===== src/hw/phy_ctrl_pkg.sv =====
package phy_ctrl_pkg;
   // management register space
   localparam int NUM_REGS = 32;
   localparam int STD_REGS = 16;
   localparam logic [4:0] REG_BASIC_CONTROL = 5'h00;
   localparam logic [4:0] REG_BASIC_STATUS = 5'h01;
   localparam logic [4:0] REG_MDIX_CONTROL = 5'h1C;
   // basic control fields
   localparam int CTL_SOFT_RESET = 15;
   localparam int CTL_LOOPBACK = 14;
   localparam int CTL_SPEED_LSB = 13;
   localparam int CTL_AN_ENABLE = 12;
   localparam int CTL_POWER_DOWN = 11;
   localparam int CTL_ISOLATE = 10;
   localparam int CTL_AN_RESTART = 9;
   localparam int CTL_DUPLEX = 8;
   localparam int CTL_SPEED_MSB = 6;
   localparam logic [15:0] CTL_RW_MASK = 16'h7DC0;
   localparam logic [15:0] CTL_RESET = 16'h1100;
   // basic status and crossover fields
   localparam int STS_LINK = 2;
   localparam int STS_AN_ABLE = 3;
   localparam int MDIX_MANUAL_SEL = 6;
   localparam logic [15:0] MDIX_RESET = 16'h0000;
   // speed codes {msb, lsb}
   localparam logic [1:0] SPEED_10 = 2'h0;
   localparam logic [1:0] SPEED_100 = 2'h1;
   localparam logic [1:0] SPEED_1000 = 2'h2;
   localparam logic [1:0] SPEED_RSVD = 2'h3;
   // management frame opcodes
   localparam logic [1:0] OP_READ = 2'h2;
   localparam logic [1:0] OP_WRITE = 2'h1;
   // timing
   localparam int CLK_FREQ_KHZ = 125_000;
   localparam int PD_WAIT_TIME_MS = 1;
   localparam int PD_WAIT_CYCLES = PD_WAIT_TIME_MS * CLK_FREQ_KHZ;
   localparam int BUSY_W = 17;
   localparam logic [2:0] STRAP_SETTLE = 3'h4;

   typedef struct packed {
      logic [1:0] speed;
      logic duplex;
   } an_result_t;

   typedef enum logic [2:0] {
      ST_IDLE = 3'b000,
      ST_START = 3'b001,
      ST_OP = 3'b011,
      ST_PHYAD = 3'b010,
      ST_REGAD = 3'b110,
      ST_TA = 3'b111,
      ST_DATA = 3'b101
   } mgmt_state_t;
endpackage : phy_ctrl_pkg


===== src/hw/phy_basic_control_bits.sv =====
`timescale 1ns/1ps
module phy_basic_control_bits
   import phy_ctrl_pkg::*;
#(
   parameter int RESET_CYCLES = PD_WAIT_CYCLES
)
(
   input wire logic clock_i,
   input wire logic nrst_i,
   input wire logic mdc_i,
   input wire logic mdio_i,
   output logic mdio_o,
   output logic mdio_oe_o,
   input wire logic [4:0] phy_addr_i,
   input wire logic speed_msb_strap_i,
   input wire logic link_up_i,
   input wire an_result_t an_result_i,
   output logic loopback_o,
   output logic isolate_o,
   output logic power_down_o,
   output logic [1:0] speed_o,
   output logic duplex_o,
   output logic auto_mdix_o,
   output logic mdix_sel_o,
   output logic soft_reset_o,
   output logic an_restart_o,
   output logic global_reset_o
);
   typedef struct packed {
      mgmt_state_t st;
      logic [4:0] cnt;
      logic [15:0] shift;
      logic is_read;
      logic hit;
      logic [4:0] regad;
      logic mdc_prev;
      logic mdio_out;
      logic mdio_oe;
      logic [15:0] ctrl;
      logic [15:0] mdix;
      logic link;
      logic [1:0] speed;
      logic duplex;
      logic [BUSY_W-1:0] busy;
      logic global_rst;
      logic soft_rst;
      logic an_restart;
      logic [2:0] strap_cnt;
      logic strap_msb;
   } core_t;

   localparam logic [BUSY_W-1:0] BUSY_LOAD = BUSY_W'(RESET_CYCLES);

   core_t r;
   core_t next_r;
   logic [2:0] pins;

   pin_sync #(.W(3)) u_sync (
      .clock_i(clock_i),
      .nrst_i(nrst_i),
      .d_i({speed_msb_strap_i, mdio_i, mdc_i}),
      .q_o(pins)
   );

   // read view of the register space; unused indices read as zero
   function automatic logic [15:0] rd_word(input logic [4:0] a,
                                           input logic [15:0] ctrl,
                                           input logic [15:0] mdix,
                                           input logic link);
      logic [15:0] v;
      v = 16'h0000;
      unique case (a)
         REG_BASIC_CONTROL: v = ctrl;
         REG_BASIC_STATUS:
         begin
            v[STS_LINK] = link;
            v[STS_AN_ABLE] = 1'b1;
         end
         REG_MDIX_CONTROL: v = mdix;
         default: v = 16'h0000;
      endcase
      return v;
   endfunction : rd_word

   function automatic logic [15:0] ctl_default(input logic msb);
      logic [15:0] v;
      v = CTL_RESET;
      v[CTL_SPEED_MSB] = msb;
      return v;
   endfunction : ctl_default

   always_comb
   begin
      logic rise;
      logic bit_in;
      logic ready;
      logic [15:0] w;
      rise = 1'b0;
      bit_in = 1'b0;
      ready = 1'b0;
      w = 16'h0000;
      next_r = r;
      next_r.soft_rst = 1'b0;
      next_r.an_restart = 1'b0;
      next_r.mdc_prev = pins[0];
      rise = pins[0] & ~r.mdc_prev;
      bit_in = pins[1];
      // strap level is only trusted once the synchroniser has settled
      // the synchroniser output is valid only from the fourth edge on,
      // so the strap is read one edge after the count reaches settle
      if (r.strap_cnt != STRAP_SETTLE + 3'h1)
      begin
         next_r.strap_cnt = r.strap_cnt + 3'h1;
      end
      if (r.strap_cnt == STRAP_SETTLE)
      begin
         next_r.strap_msb = pins[2];
         next_r.ctrl[CTL_SPEED_MSB] = pins[2];
      end
      if (r.busy != '0)
      begin
         next_r.busy = r.busy - BUSY_W'(1);
      end
      ready = (r.strap_cnt == STRAP_SETTLE + 3'h1) && (r.busy == '0);
      // stale link-up is allowed while powered down
      if (!r.ctrl[CTL_POWER_DOWN])
      begin
         next_r.link = link_up_i;
      end
      // frames are dropped during the reset window rather than half-served
      if (!ready)
      begin
         next_r.st = ST_IDLE;
         next_r.mdio_oe = 1'b0;
      end
      else if (rise)
      begin
         next_r.cnt = r.cnt + 5'h1;
         unique case (r.st)
            ST_IDLE:
            begin
               if (!bit_in)
               begin
                  next_r.st = ST_START;
               end
            end
            ST_START:
            begin
               next_r.cnt = 5'h0;
               next_r.st = bit_in ? ST_OP : ST_IDLE;
            end
            ST_OP:
            begin
               next_r.shift = {r.shift[14:0], bit_in};
               if (r.cnt == 5'h1)
               begin
                  next_r.is_read = ({r.shift[0], bit_in} == OP_READ);
                  next_r.cnt = 5'h0;
                  if (({r.shift[0], bit_in} == OP_READ)
                      || ({r.shift[0], bit_in} == OP_WRITE))
                  begin
                     next_r.st = ST_PHYAD;
                  end
                  else
                  begin
                     next_r.st = ST_IDLE;
                  end
               end
            end
            ST_PHYAD:
            begin
               next_r.shift = {r.shift[14:0], bit_in};
               if (r.cnt == 5'h4)
               begin
                  next_r.hit = ({r.shift[3:0], bit_in} == phy_addr_i);
                  next_r.cnt = 5'h0;
                  next_r.st = ST_REGAD;
               end
            end
            ST_REGAD:
            begin
               next_r.shift = {r.shift[14:0], bit_in};
               if (r.cnt == 5'h4)
               begin
                  next_r.regad = {r.shift[3:0], bit_in};
                  next_r.cnt = 5'h0;
                  next_r.st = ST_TA;
               end
            end
            ST_TA:
            begin
               if (r.cnt == 5'h0)
               begin
                  if (r.is_read && r.hit)
                  begin
                     next_r.mdio_oe = 1'b1;
                     next_r.mdio_out = 1'b0;
                     next_r.shift = rd_word(r.regad, r.ctrl, r.mdix,
                                            r.link);
                  end
               end
               else
               begin
                  next_r.cnt = 5'h0;
                  next_r.st = ST_DATA;
                  next_r.mdio_out = r.shift[15];
               end
            end
            ST_DATA:
            begin
               if (r.is_read)
               begin
                  next_r.mdio_out = r.shift[14];
                  next_r.shift = {r.shift[14:0], 1'b0};
               end
               else
               begin
                  next_r.shift = {r.shift[14:0], bit_in};
               end
               if (r.cnt == 5'hF)
               begin
                  next_r.st = ST_IDLE;
                  next_r.mdio_oe = 1'b0;
                  w = {r.shift[14:0], bit_in};
                  if (!r.is_read && r.hit)
                  begin
                     if (r.regad == REG_BASIC_CONTROL)
                     begin
                        if (w[CTL_SOFT_RESET])
                        begin
                           // self-clearing: defaults reload, bit reads 0
                           next_r.ctrl = ctl_default(r.strap_msb);
                           next_r.soft_rst = 1'b1;
                           next_r.busy = BUSY_LOAD;
                        end
                        else if (r.ctrl[CTL_POWER_DOWN]
                                 && !w[CTL_POWER_DOWN])
                        begin
                           next_r.ctrl = ctl_default(r.strap_msb);
                           next_r.busy = BUSY_LOAD;
                        end
                        else
                        begin
                           next_r.ctrl = w & CTL_RW_MASK;
                           next_r.an_restart = w[CTL_AN_RESTART];
                        end
                     end
                     else if (r.regad == REG_MDIX_CONTROL)
                     begin
                        next_r.mdix = w;
                     end
                  end
               end
            end
            default:
            begin
               next_r.st = ST_IDLE;
               next_r.mdio_oe = 1'b0;
            end
         endcase
      end
      next_r.global_rst = (next_r.busy != '0);
      // negotiated result wins while negotiation is on
      if (r.ctrl[CTL_AN_ENABLE])
      begin
         next_r.speed = an_result_i.speed;
         next_r.duplex = an_result_i.duplex;
      end
      else
      begin
         next_r.duplex = r.ctrl[CTL_DUPLEX];
         // reserved code keeps the last speed instead of a guess
         if ({r.ctrl[CTL_SPEED_MSB], r.ctrl[CTL_SPEED_LSB]}
             != SPEED_RSVD)
         begin
            next_r.speed = {r.ctrl[CTL_SPEED_MSB],
                            r.ctrl[CTL_SPEED_LSB]};
         end
      end
   end

   always_ff @(posedge clock_i or negedge nrst_i)
   begin
      if (!nrst_i)
      begin
         r <= '0;
         r.st <= ST_IDLE;
         r.ctrl <= CTL_RESET;
         r.mdix <= MDIX_RESET;
         r.speed <= SPEED_10;
      end
      else
      begin
         r <= next_r;
      end
   end

   assign mdio_o = r.mdio_out;
   assign mdio_oe_o = r.mdio_oe;
   assign loopback_o = r.ctrl[CTL_LOOPBACK];
   assign isolate_o = r.ctrl[CTL_ISOLATE];
   assign power_down_o = r.ctrl[CTL_POWER_DOWN];
   assign speed_o = r.speed;
   assign duplex_o = r.duplex;
   assign auto_mdix_o = r.ctrl[CTL_AN_ENABLE];
   assign mdix_sel_o = r.mdix[MDIX_MANUAL_SEL];
   assign soft_reset_o = r.soft_rst;
   assign an_restart_o = r.an_restart;
   assign global_reset_o = r.global_rst;
endmodule : phy_basic_control_bits


===== src/hw/pin_sync.sv =====
`timescale 1ns/1ps
module pin_sync
   import phy_ctrl_pkg::*;
#(
   parameter int W = 1
)
(
   input wire logic clock_i,
   input wire logic nrst_i,
   input wire logic [W-1:0] d_i,
   output logic [W-1:0] q_o
);
   typedef struct packed {
      logic [W-1:0] s1;
      logic [W-1:0] s2;
      logic [W-1:0] s3;
      logic [W-1:0] q;
   } sync_t;

   sync_t r;
   sync_t next_r;

   always_comb
   begin
      next_r = r;
      next_r.s1 = d_i;
      next_r.s2 = r.s1;
      next_r.s3 = r.s2;
      // only accept a level once two settled stages agree
      for (int i = 0; i < W; i++)
      begin
         if (r.s2[i] == r.s3[i])
         begin
            next_r.q[i] = r.s3[i];
         end
      end
   end

   always_ff @(posedge clock_i or negedge nrst_i)
   begin
      if (!nrst_i)
      begin
         r <= '0;
      end
      else
      begin
         r <= next_r;
      end
   end

   assign q_o = r.q;
endmodule : pin_sync


===== config.mk =====
export PLATFORM = sky130hd
export DESIGN_NAME = phy_basic_control_bits
export DESIGN_NICKNAME = d
export VERILOG_FILES = /design/src/hw/phy_ctrl_pkg.sv /design/src/hw/phy_basic_control_bits.sv /design/src/hw/pin_sync.sv
export SDC_FILE = /design/constraint.sdc
export NUM_CORES = 1
export LEC_CHECK = 0
export ABC_AREA = 1
export BUFFER_PORTS_ARGS = -buffer_cell sky130_fd_sc_hd__buf_2
export CORE_ASPECT_RATIO = 0.7
export CORE_MARGIN = 2
export CORE_UTILIZATION = 50
export CTS_CLUSTER_SIZE = 24
export DETAILED_ROUTE_END_ITERATION = 7
export PLACE_DENSITY = 0.67
export SLEW_MARGIN = 0
export SYNTH_ARGS = -nofsm -noshare
export SYNTH_HDL_FRONTEND = slang
export SYNTH_SLANG_ARGS = --single-unit

===== constraint.sdc =====
create_clock -name clock_i -period 3.8 [get_ports clock_i]
set_clock_uncertainty 0.05 [all_clocks]
set_input_delay 0 -clock clock_i [delete_from_list [all_inputs] [get_ports clock_i]]
set_output_delay 0 -clock clock_i [all_outputs]
set_load 0.01 [all_outputs]

# Yosys cells after proc, flatten, opt, wreduce, memory -nomap -nowiden
# Cells that the tools add are included.
# W data, S select, Z words.
# classes
add_sub_neg	3
eq_ne	35
muxes	63
bitwise	3
reduce_logical	28
# op_table
cell	count
$mux W17	9
$mux W16	5
$mux W33	2
$mux W32	2
$pmux W16 S3	1
$reduce_bool A17 Y1	2
$mux W8	4
$mux W31	1
$mux W15	2
$ne A3 B3 Y1 const B	10
$pmux W5 S5	1
$pmux W12 S2	1
$mux W23	1
$pmux W3 S7	1
$mux W2	10
$logic_not A17 Y1	1
$sub A17 B1 Y17 const B	1
$eq A3 B3 Y1 const B	5
$reduce_and A5 Y1	3
$reduce_and A7 Y1	2
$mux W1	13
$mux W3	4
$ne A2 B2 Y1 const B	6
$reduce_and A4 Y1	3
30 further kinds	42
# word_totals
register_bits	106
out_inout_bits	13
wordCells	159

# Logic depth before layout (Yosys ltp)
# Gate-level depths: netlist of run 1.
# logic_depth
depth_word	11
mapped_depth	16
depth_no_buf	15

# Hierarchy
# From an unflattened synthesis of run 1, not the netlist that was laid out.
# hier_totals
hier_cells	583
area_unflattened_um2	4862.2
# modules_own_cells
mod	n_inst	cells_per_inst	area_per_inst_um2	seq_area_each_um2
phy_basic_control_bits	1	556	4490.6	2154.6
pin_sync	1	27	371.6	300.3

# Worst setup path after synthesis of run 1
# Ideal clock, no wire load.
# synth_timing
path_type	register -> register
start	register r[86] (netlist bit)
end	register r[32] (netlist bit)
setup_ns	0.126
arrival_ns	1.633
required_time_ns	3.624
slack_ns	1.991
stages_incl_launch_ff	11
path_buffers	1
cell_sequence	dfrtp_1 ha_1 nand2_1 nor2_1 ha_1 nand3_1 nor3_1 nand3_4 buf_2 nand2_1 o21ai_0
# synth_between
elab_chain_cells	2
# synth_rtl
item	line_no	source
start: declaration	phy_basic_control_bits.sv:54	core_t r;
start signal: assignment	phy_basic_control_bits.sv:294	r <= next_r;
$eq A5 B4 Y1	phy_basic_control_bits.sv:220	if (r.cnt == 5'hF)
$reduce_and A7 Y1 (no line)	-	
# Every way passes these cells.
# A chain may end at the register's enable or synchronous reset.

# Worst setup path after layout of run 1
# layout_timing
start	register r[93] (netlist bit)
end	register r[80] (netlist bit)
# layout_between
elab_chain_cells	4
# layout_rtl
item	line_no	source
$eq A3 B3 Y1 / $eq A3 B2 Y1 (equally long branches)	phy_basic_control_bits.sv:139	unique case (r.st)
$reduce_or A3 Y1 (no line)	-	
$reduce_bool A3 Y1 (no line)	-	
$reduce_and A5 Y1 (no line)	-	
# Parallel ways exist; a longest one is shown, timed or not.

==> metrics.md, run 1 <==
| Metric | Value |
|---|---|
| CTS Buf Count | `9` |
| Post-CTS Setup Inserts | `0` |
| Initial DRC Count | `324` |
| Crit path cell chain | `nand2_4 -> inv_2 -> nand2_4 -> inv_2 -> nand2_1 -> nand2_2 -> a211oi_2 -> nand2_2 -> inv_2 -> nand2_1 -> o21ai_0` |
| Routed WL | `10.6 mm` |
| GRT Overall Usage | `0.215` |
| Post-synthesis cell area | `0.00499 mm^2` |
| Syn avg cell area | `8.64 um^2` |
| Boundary Pins | `27` |
| Layout cells sized above 1 | `0.145` |
| Startpoint Class | `flop` |
| RSZ-0062 raised after global routing | `false` |
| Crit Path Max Fanout | `25` |
| Pwr per Cell Area | `416 mW/mm^2` |
| Required time at the endpoint of the critical path | `3970 ps` |
| Classification of the worst-slack hold path | `input pin to flop` |
| Min Hold Slack | `56.8 ps` |
| # setup viols final | `0` |
| CP Capture Type | `flop` |
| Initial antenna violation count | `0` |
| Reg2reg path depth | `11` |
| HPWL Detailed | `7.59 mm` |
| Vias in the first global route | `3674` |
| Final Hold Viols | `0` |
| Final critical-path share of the clock period | `0.616` |
| Die X | `123 um` |
| Async S/R FF share, synth | `1.00` |
| Critical path buffer and inverter count | `3` |
| Clock sink count | `98` |
| Syn-to-layout area delta | `11.2%` |
| YS warnings | `0` |
| Critical path depth | `11` |
| R2R Setup Slk | `1460 ps` |
| DRC Markers | `0` |
| Most frequent CP cell | `inv_2` |
| Setup crit start | `r[93]` |
| Post-Syn Instances | `578` |
| Outcome | `finished clean` |
| Post-cts sizing count | `0` |
| Site row count | `30` |
| Main synth FF type | `dfrtp_1` |
| Slew HR | `0.342` |
| Pleak | `0.00279 uW` |
| Distinct cells, synth | `42` |
| Crit path DAT | `2510 ps` |
| H-tree Lvls | `3` |
| Total core area | `0.00972 mm^2` |
| R2R Path Start | `r[93]` |
| Largest net degree at the start of global routing | `68` |
| Die Area | `0.0108 mm^2` |
| Post-layout util | `0.571` |
| Post-synthesis sequential area ratio | `0.492` |
| Port bufs | `26` |
| CP top delay family | `simple AND/OR/NAND/NOR gates` |
| Antenna Violating Nets Remaining | `0` |
| Mapped Nets | `602` |
| Reg-to-reg endpoint | `r[80]` |
| Die height | `87.6 um` |
| Fmax | `427 MHz` |
| Max cap viols | `0` |
| Clock-pin slew on the worst setup and hold paths | `60 ps` |
| Gpl congestion | `0.878` |
| Clk Latency, worst-skew pair | `350 ps` |
| Setup TNS | `0 ps` |
| Final Slew Violations | `0` |
| Crit Path Class | `flop to flop` |
| Clock Tree Buf Depth | `2` |
| Worst setup path endpoint | `r[80]` |
| Slowest library cell on the worst path | `dfrtp_1` |
| Global-route wire length before repair | `17.8 mm` |
| Via count | `3884` |
| N_diodes | `0` |
| Via density | `5.23` |
| DR WL/cell | `14.3 um` |
| Grt total ovfl | `0` |
| Pre-antenna DRT Iters | `5` |
| Root buffer cell | `clkbuf_16` |
| Post-synth EDFFs | `0` |
| Peak VDD IR | `0.214 mV` |
| Critical Path Max Stage Delay | `590 ps` |
| Worst-Margin Slew | `983 ps` |
| Initial core utilization | `0.514` |
| Post-layout minimum cycle time | `2340 ps` |
| CTS tree | `done` |
| Layout Nets | `634` |
| Flops & latches, synth | `98` |
## cells in the final DEF, fill, tap and decap left out, types with 7 or more instances in the layout
cell type,netlist,layout
nand2_1,119,119
dfrtp_1,96,96
inv_1,77,77
nor2_1,57,57
nand3_1,34,34
o21ai_0,31,31
buf_2,6,25
o21ai_1,20,20
a21oi_1,14,14
ha_1,10,10
nand4_1,9,9
clkbuf_16,0,9
o21ai_2,8,8
dlygate4sd3_1,0,8
xor2_1,7,7
nor3_1,7,7
## registers in the layout, indices dropped and copies added (netlist names)
| signal | cells |
|---|---|
| an_restart_o | 1 |
| auto_mdix_o | 1 |
| duplex_o | 1 |
| global_reset_o | 1 |
| isolate_o | 1 |
| loopback_o | 1 |
| mdio_o | 1 |
| mdio_oe_o | 1 |
| mdix_sel_o | 1 |
| power_down_o | 1 |
| r | 73 |
| soft_reset_o | 1 |
| speed_o | 2 |
| u_sync.next_r | 6 |
| u_sync.q_o | 3 |
| u_sync.r | 3 |
## through the flow
stage / worst slack [ps] / area (um^2) / total power (uW) / std cells
floorplan: 1990 / 4990 / 1320 / 578
CTS: 1500 / 5550 / 2330 / 743
detailed placement: 1510 / 5180 / 1410 / 719
finish: 1460 / 5550 / 2310 / 743
global route: 1210 / 5550 / 2410 / 743
global placement: 1540 / 5180 / 1400 / 719
## cell type report
class,instances,area [um^2]
Timing Repair Buffer,36,228
Clock buffer,11,243
Tap cell,128,160
Multi-Input combinational cell,381,2090
Sequential cell,98,2450
Inverter,84,322
Fill cell,859,4170
Clock inverter,5,53.8
## worst reg2reg max path, delay by kind of cell, from the launching register on
kind	cells	cell delay, ps
AO/OA/AOI/OAI	2	120
flip-flops	1	590
buffers and inverters	3	480
AND/OR/NAND/NOR	6	970
## cells in the mapped netlist (2+ instances only)
library cell  number  area (um^2)
nand2_4            4         45.0
o21ai_2            8         70.1
o31ai_1            2         15.0
o221ai_1           3         26.3
o211ai_1           5         37.5
a31oi_1            2         12.5
o21ai_0           31          155
buf_4              2         15.0
nand3_2            2         20.0
nand3b_1           2         15.0
nand3_4            4         70.1
dfrtp_1           96         2400
xor2_1             7         61.3
buf_6              7         78.8
nor2_1            57          214
maj3_1             3         30.0
ha_1              10          125
a22oi_1            5         37.5
nor2_4             4         45.0
buf_2              6         30.0
inv_1             77          289
nand4_1            9         56.3
dfstp_2            2         52.6
a221oi_1           3         26.3
xnor2_1            6         52.6
o21ai_1           20          100
nand2_2            5         31.3
nand3_1           34          170
a21oi_1           14         70.1
o22ai_1            3         18.8
nor2_2             6         37.5
nand2_1          119          447
nor3_1             7         35.0
inv_2              5         18.8
## layer usage
layer	vias up	share of wire	track usage
met5	-	0	0
met4	0	0.012	0.0682
met3	14	0.044	0.0488
met2	92	0.42	0.311
met1	1841	0.52	0.323
li1	1937	-	-
## power by group
part	internal, uW	switching, uW	total, uW
clock network	527	388	916
registers	1090	48.2	1140
logic	87.2	170	257
## worst min-delay path by stage
stage                      startpoint                to  cells past startpoint  slack, ps
CTS                     phy_addr_i[2]             r[68]                      6         70
global route            phy_addr_i[0]             r[68]                      6        130
finish                  phy_addr_i[2]             r[68]                      6         60
global placement                mdc_i  u_sync.next_r[6]                      1         60
floorplan                      nrst_i      an_restart_o                      0       -350
detailed placement  speed_msb_strap_i  u_sync.next_r[8]                      1         60
## kinds of logic after synthesis
group | count (synthesis) | share of synthesized area
AO/OA/AOI/OAI | 98 | 0.118
XOR/XNOR | 13 | 0.0228
adder cells (fa/ha/maj) | 13 | 0.0311
buffers and inverters | 99 | 0.0892
flip-flops | 98 | 0.492
multiplexers | 2 | 0.00426
AND/OR/NAND/NOR | 255 | 0.243
## timing repair
item | in CTS | in global routing
endpoints found under the setup margin | 0 | 0
hold endpoints to repair | 71 | 0
hold buffers | 8 | 0
Power figures use the tool's default switching activity.
==> inputs of run 2 (changes only) <==
PLACE_DENSITY = 0.7   (was 0.67)
clock period = 2 ns   (was 3.8 ns; I/O delays follow)
==> metrics.md, run 2 (synthesis gave the netlist of run 1 again) <==
| Metric | Value |
|---|---|
| Peak VDD IR | `0.399 mV (was 0.214 mV)` |
| CP Capture Type | `flop (unchanged)` |
| Fmax | `510 MHz (was 427 MHz)` |
| Final critical-path share of the clock period | `0.981 (was 0.616)` |
| Required time at the endpoint of the critical path | `2180 ps (was 3970 ps)` |
| Busiest grt layer | `met1 (unchanged)` |
| Largest net degree at the start of global routing | `52 (was 68)` |
| RSZ-0062 raised after global routing | `true (was false)` |
| Crit path cell chain | `inv_2 -> ha_4 -> inv_2 -> nor2_2 -> nand2_2 -> nor2_4 -> nand2_4 -> nor2_8 -> nand3_4 -> clkbuf_16 -> nand2_2 -> o21ai_1 (was nand2_4 -> inv_2 -> nand2_4 -> inv_2 -> nand2_1 -> nand2_2 -> a211oi_2 -> nand2_2 -> inv_2 -> nand2_1 -> o21ai_0)` |
| DRC Markers | `0 (unchanged)` |
| Crit Path Class | `flop to flop (unchanged)` |
| Initial DRC Count | `297 (was 324)` |
| HPWL Detailed | `8.03 mm (was 7.59 mm)` |
| Total core area | `0.00972 mm^2 (unchanged)` |
| Pwr per Cell Area | `714 mW/mm^2 (was 416 mW/mm^2)` |
| Critical path depth | `12 (was 11)` |
| # setup viols final | `0 (unchanged)` |
| Port bufs | `26 (unchanged)` |
| Reg2reg path depth | `12 (was 11)` |
| M1 GR Usage | `0.325 (was 0.323)` |
| Worst-Margin Slew | `663 ps (was 983 ps)` |
| Post-layout util | `0.620 (was 0.571)` |
| Register area | `0.00245 mm^2 (unchanged)` |
| Grt met2 use | `0.324 (was 0.311)` |
| Clock sink count | `98 (unchanged)` |
| DR WL/cell | `15.0 um (was 14.3 um)` |
| Area of the multi-input gates | `0.00223 mm^2 (was 0.00209 mm^2)` |
| Via count | `4163 (was 3884)` |
| Layout Nets | `673 (was 634)` |
| H-tree Lvls | `3 (unchanged)` |
| CP top delay family | `simple AND/OR/NAND/NOR gates (unchanged)` |
| Post-layout minimum cycle time | `1960 ps (was 2340 ps)` |
| Slew HR | `0.558 (was 0.342)` |
| Die Area | `0.0108 mm^2 (unchanged)` |
| Classification of the worst-slack hold path | `input pin to flop (unchanged)` |
| Min Hold Slack | `59.0 ps (was 56.8 ps)` |
| Layout cells sized above 1 | `0.234 (was 0.145)` |
| Slowest library cell on the worst path | `dfrtp_1 (unchanged)` |
| GRT Overall Usage | `0.220 (was 0.215)` |
| Boundary Pins | `27 (unchanged)` |
| Die X | `123 um (unchanged)` |
| Power Total | `4310 uW (was 2310 uW)` |
| Site row count | `30 (unchanged)` |
| CTS Buf Count | `9 (unchanged)` |
| Initial antenna violation count | `0 (unchanged)` |
| Antenna Violating Nets Remaining | `0 (unchanged)` |
| Crit path DAT | `2140 ps (was 2510 ps)` |
| Startpoint Class | `flop (unchanged)` |
| Via density | `5.32 (was 5.23)` |
| Pleak | `0.00302 uW (was 0.00279 uW)` |
| Root buffer cell | `clkbuf_16 (unchanged)` |
| Critical Path Max Stage Delay | `400 ps (was 590 ps)` |
| N_diodes | `0 (unchanged)` |
| Gpl congestion | `0.887 (was 0.878)` |
| CTS tree | `done (unchanged)` |
| Fillcell total | `835 (was 859)` |
| Vias in the first global route | `3713 (was 3674)` |
| Commonest cells after routing, fill and taps aside | `nand2_1 (112), dfrtp_1 (96), inv_1 (74) (was nand2_1 (119), dfrtp_1 (96), inv_1 (77))` |
| Outcome | `finished clean (unchanged)` |
| Syn-to-layout area delta | `20.7% (was 11.2%)` |
| Die height | `87.6 um (unchanged)` |
| Max cap viols | `0 (unchanged)` |
| Met3 Track Usage GR | `0.0534 (was 0.0488)` |
| Clock-pin slew on the worst setup and hold paths | `60 ps (about the same)` |
| Most common cell after layout, fill and taps aside | `nand2_1 (unchanged)` |
| Post-DP Area | `0.00535 mm^2 (was 0.00518 mm^2)` |
| Grt total ovfl | `0 (unchanged)` |
| Fin area | `0.00603 mm^2 (was 0.00555 mm^2)` |
| Global-route wire length before repair | `18.2 mm (was 17.8 mm)` |
| Final Hold Viols | `0 (unchanged)` |
| Initial core utilization | `0.514 (unchanged)` |
| Routed WL | `11.7 mm (was 10.6 mm)` |
| Clk Latency, worst-skew pair | `350 ps (about the same)` |
| Most flops, register | `r (unchanged)` |
| Final Slew Violations | `0 (unchanged)` |
| Critical path buffer and inverter count | `3 (unchanged)` |
| Clock Tree Buf Depth | `2 (unchanged)` |
| Worst hold path depth | `6 (unchanged)` |
| Max reg flops | `73 (unchanged)` |
| Pre-antenna DRT Iters | `5 (unchanged)` |
| Crit Path Max Fanout | `8 (was 25)` |
run 2: cell type report:
type	instances	area share
flip-flops and latches	98	0.407
multi-input cells	382	0.370
repair buffers	74	0.0975
clock buffers	11	0.0386
inverters	84	0.0544
well taps	128	0.0266
clock inverters	5	0.00540
run 2: timing repair:
item | in CTS | in global routing
endpoints found under the setup margin | 22 | 51
hold buffers | 8 | 0
pin swaps | 4 | 16
gates resized for setup | 5 | 38
hold endpoints to repair | 54 | 0
setup buffers | 1 | 20
cloned | 1 | 1
run 2: final timing paths:
path                       slack [ps]             start                to
max                                40              r[7]             r[29]
min                                60     phy_addr_i[2]             r[68]
max reg2reg                        40              r[7]             r[29]
min reg2reg                       310  u_sync.next_r[6]  u_sync.next_r[3]
max in group asynchronous         990            nrst_i  u_sync.next_r[4]
min in group asynchronous         180            nrst_i  u_sync.next_r[5]
run 2: per-stage QoR:
step                      setup TNS (ps)  worst slack, ps  instances
final                                  0             38.8        782
after global routing                -772            -55.5        782
after CTS                              0            0.821        761
after global placement                 0             7.80        735
after detailed placement            -964            -74.7        735
after floorplan                        0              191        578
run 2: worst register-to-register path, stage by stage (launching register included):
cell and delay (ps):
dfrtp_1 400, inv_2 110, ha_4 140, inv_2 30, nor2_2 100, nand2_2 80, nor2_4 120, nand2_4 100
nor2_8 200, nand3_4 190, clkbuf_16 210, nand2_2 50, o21ai_1 70
run 2: routing by layer:
layer | up-vias | wire length (um)
met3 | 10 | 685
met1 | 2011 | 5540
met5 | - | 0
met4 | 0 | 112
met2 | 126 | 5380
li1 | 2016 | -
run 2: report_power, final:
group	total [uW]	internal [uW]	switching [uW]
Clock	1590	840	751
Sequential	2160	2070	87.2
Combinational	558	217	341
==> inputs of run 3 (changes only) <==
ABC_AREA = 0   (was 1)
ABC_CLOCK_PERIOD_IN_PS = 2000   (was unset)
==> metrics.md, run 3 <==
| Metric | Value |
|---|---|
| Outcome | `finished with violations (was finished clean)` |
| Violated checks | `setup timing` |
| Dominant cells by area after synthesis | `dfrtp_1 (51%), mux2_2 (5.3%), nand2_1 (5.1%) (was dfrtp_1 (48%), nand2_1 (8.9%), inv_1 (5.8%))` |
| P_int | `4160 uW (was 3130 uW)` |
| DR WL/cell | `19.4 um (was 15.0 um)` |
| Most flops, register | `r (unchanged)` |
| Worst hold path depth | `4 (was 6)` |
| Initial core utilization | `0.515 (was 0.514)` |
| Port bufs | `26 (unchanged)` |
| Count leader, synth | `dfrtp_1 (was nand2_1)` |
| Clock sink count | `98 (unchanged)` |
| Die height | `84.9 um (was 87.6 um)` |
| Pleak | `0.00330 uW (was 0.00302 uW)` |
| P_sw | `1930 uW (was 1180 uW)` |
| Setup crit start | `r[87] (was r[7])` |
| # setup viols final | `68 (was 0)` |
| Reg2reg path depth | `11 (was 12)` |
| Post-route worst setup slack | `-316 ps (was 38.8 ps)` |
| Crit Path Class | `flop to flop (unchanged)` |
| Most frequent cells after synthesis | `dfrtp_1 (96), nand2_1 (64), o21ai_0 (45), nor2_1 (29), mux2_2 (22) (was nand2_1 (119), dfrtp_1 (96), inv_1 (77), nor2_1 (57), nand3_1 (34))` |
| Total core area | `0.00907 mm^2 (was 0.00972 mm^2)` |
| R2R Path Start | `r[87] (was r[7])` |
| Slew HR | `0.648 (was 0.558)` |
| Via count | `4267 (was 4163)` |
| Vias in the first global route | `4193 (was 3713)` |
| GRT Overall Usage | `0.270 (was 0.220)` |
| Classification of the worst-slack hold path | `input pin to flop (unchanged)` |
| Post-Syn Instances | `462 (was 578)` |
| H-tree Lvls | `3 (unchanged)` |
| Final Slew Violations | `0 (unchanged)` |
| Max cap viols | `0 (unchanged)` |
| Mapped Nets | `486 (was 602)` |
| Pwr per Cell Area | `888 mW/mm^2 (was 714 mW/mm^2)` |
| Post-synthesis sequential area ratio | `0.525 (was 0.492)` |
| Final critical-path share of the clock period | `1.16 (was 0.981)` |
| Via density | `5.90 (was 5.32)` |
| Min Hold Slack | `74.7 ps (was 59.0 ps)` |
| HPWL Detailed | `7.69 mm (was 8.03 mm)` |
| Startpoint Class | `flop (unchanged)` |
| R2R Setup Slk | `-320 ps (was 40 ps)` |
| Peak VDD IR | `0.696 mV (was 0.399 mV)` |
| Layout cells sized above 1 | `0.471 (was 0.234)` |
| Crit Path Max Fanout | `4 (was 8)` |
| Pre-antenna DRT Iters | `5 (unchanged)` |
| Post-layout minimum cycle time | `2320 ps (was 1960 ps)` |
| YS warnings | `0 (unchanged)` |
| Root buffer cell | `clkbuf_16 (unchanged)` |
| Largest net degree at the start of global routing | `99 (was 52)` |
| Setup TNS | `-13520 ps (was 0 ps)` |
| Required time at the endpoint of the critical path | `2180 ps (about the same)` |
| Clock-pin slew on the worst setup and hold paths | `70 ps (was 60 ps)` |
| N_diodes | `0 (unchanged)` |
| Gpl congestion | `0.905 (was 0.887)` |
| Syn avg cell area | `10.1 um^2 (was 8.64 um^2)` |
| Largest area contributor in the netlist | `dfrtp_1 (unchanged)` |
| Hold-critical path endpoint | `r[68] (unchanged)` |
| Flops & latches, synth | `98 (unchanged)` |
| Clk Latency, worst-skew pair | `350 ps (about the same)` |
| Final Hold Viols | `0 (unchanged)` |
| Routed WL | `14.0 mm (was 11.7 mm)` |
| Worst-Margin Slew | `528 ps (was 663 ps)` |
| Fillcell total | `578 (was 835)` |
| Gate power share | `0.310 (was 0.130)` |
| CTS Buf Count | `9 (unchanged)` |
| Post-synthesis cell area | `0.00467 mm^2 (was 0.00499 mm^2)` |
| Most common cell after layout, fill and taps aside | `dfrtp_1 (was nand2_1)` |
| Boundary Pins | `27 (unchanged)` |
| Commonest cells after routing, fill and taps aside | `dfrtp_1 (96), buf_4 (85), nand2_1 (29) (was nand2_1 (112), dfrtp_1 (96), inv_1 (74))` |
| Die X | `120 um (was 123 um)` |
| Clock Tree Buf Depth | `2 (unchanged)` |
| Fmax | `432 MHz (was 510 MHz)` |
| Top-area cell type share of the netlist area | `0.514 (was 0.481)` |
| Post-synth EDFFs | `0 (unchanged)` |
| CTS tree | `done (unchanged)` |
| Max reg flops | `73 (unchanged)` |
| DRC Markers | `0 (unchanged)` |
| Hold path start | `phy_addr_i[1] (was phy_addr_i[2])` |
| Post-DP Area | `0.00555 mm^2 (was 0.00535 mm^2)` |
| Initial antenna violation count | `0 (unchanged)` |
| Main synth FF type | `dfrtp_1 (unchanged)` |
| Async S/R FF share, synth | `1.00 (unchanged)` |
| Distinct cells, synth | `56 (was 42)` |
| RSZ-0062 raised after global routing | `true (unchanged)` |
| Antenna Violating Nets Remaining | `0 (unchanged)` |
| Clk pwr share | `0.310 (was 0.369)` |
| CP Capture Type | `flop (unchanged)` |
| Global-route wire length before repair | `21.3 mm (was 18.2 mm)` |
| Site row count | `29 (was 30)` |
| Sw Share | `0.317 (was 0.274)` |
| Grt total ovfl | `0 (unchanged)` |
| Crit path DAT | `2500 ps (was 2140 ps)` |
| Syn-to-layout area delta | `46.8% (was 20.7%)` |
| Reg-to-reg endpoint | `r[39] (was r[29])` |
| Sequential power share | `0.381 (was 0.501)` |
| Die Area | `0.0102 mm^2 (was 0.0108 mm^2)` |
| Fin area | `0.00686 mm^2 (was 0.00603 mm^2)` |
| Layout Nets | `618 (was 673)` |
| Initial DRC Count | `458 (was 297)` |
run 3: cell types whose count changed after synthesis, sizes merged, moves of 10 or more:
cell	previous run	this run
mux2	1	22
inv	82	14
and3	0	10
nand2	128	64
nand3	40	17
nor2	68	30
clkbuf	0	13
run 3: cell families after synthesis:
kind of cell,synth area share
AO/OA/AOI/OAI,0.139
AND/OR/NAND/NOR,0.179
flip-flops,0.525
multiplexers,0.0658
buffers and inverters,0.0324
adder cells (fa/ha/maj),0.0332
XOR/XNOR,0.0262
run 3: power groups by stage:
stage	Combinational (uW)	Sequential, uW	Clock [uW]
floorplan	699	2280	0
global placement	1090	2300	0
detailed placement	1150	2310	0
CTS	1550	2300	1900
global route	2000	2330	1990
finish	1880	2320	1890
run 3: how the worst max path moves through the flow:
| stage | cells past startpoint | end | slack [ps] |
|---|---|---|---|
| floorplan | 10 | mdix_sel_o | -210 |
| global placement | 7 | global_reset_o | -220 |
| detailed placement | 9 | r[38] | -300 |
| CTS | 9 | r[36] | -240 |
| global route | 11 | r[39] | -480 |
| finish | 11 | r[39] | -320 |
run 3: cell type report:
type / count / area [um^2] / share of cell area
inverters: 14 / 57.6 / 0.00839
clock buffers: 11 / 243 / 0.0354
well taps: 124 / 155 / 0.0226
repair buffers: 143 / 1240 / 0.180
flip-flops and latches: 98 / 2450 / 0.358
clock inverters: 5 / 78.8 / 0.0115
multi-input cells: 328 / 2640 / 0.384
run 3: timing repair:
item	CTS	global route
endpoints found under the hold margin	103	0
hold buffers	8	0
cloned	6	0
pin swaps	34	29
buffers inserted	15	18
endpoints found under the setup margin	70	71
resized for setup	96	71
run 3: metrics by stage:
step	setup slack, ps	power [uW]	utilization	std cells
2_1_floorplan	-212	2970	-	462
3_3_place_gp	-224	3390	0.612	665
3_5_place_dp	-300	3460	0.612	665
4_1_cts	-240	5750	0.716	709
5_1_grt	-476	6320	0.756	723
6_report	-316	6090	0.756	723
run 3: worst max-delay path: stages (launching register included):
cell	delay, ps
dfrtp_1	380
ha_2	200
and3_4	180
ha_4	150
nand2_4	50
nor4_4	180
nand3_1	130
or3_4	400
buf_4	170
buf_16	130
nand2_1	70
o21ai_0	90
run 3: metal layers:
metal,global-route usage,vias to the layer above,wire [um]
li1,-,1914,-
met1,0.380,2118,5900
met2,0.429,210,6930
met3,0.0585,25,974
met4,0.0717,0,202
met5,0,-,0
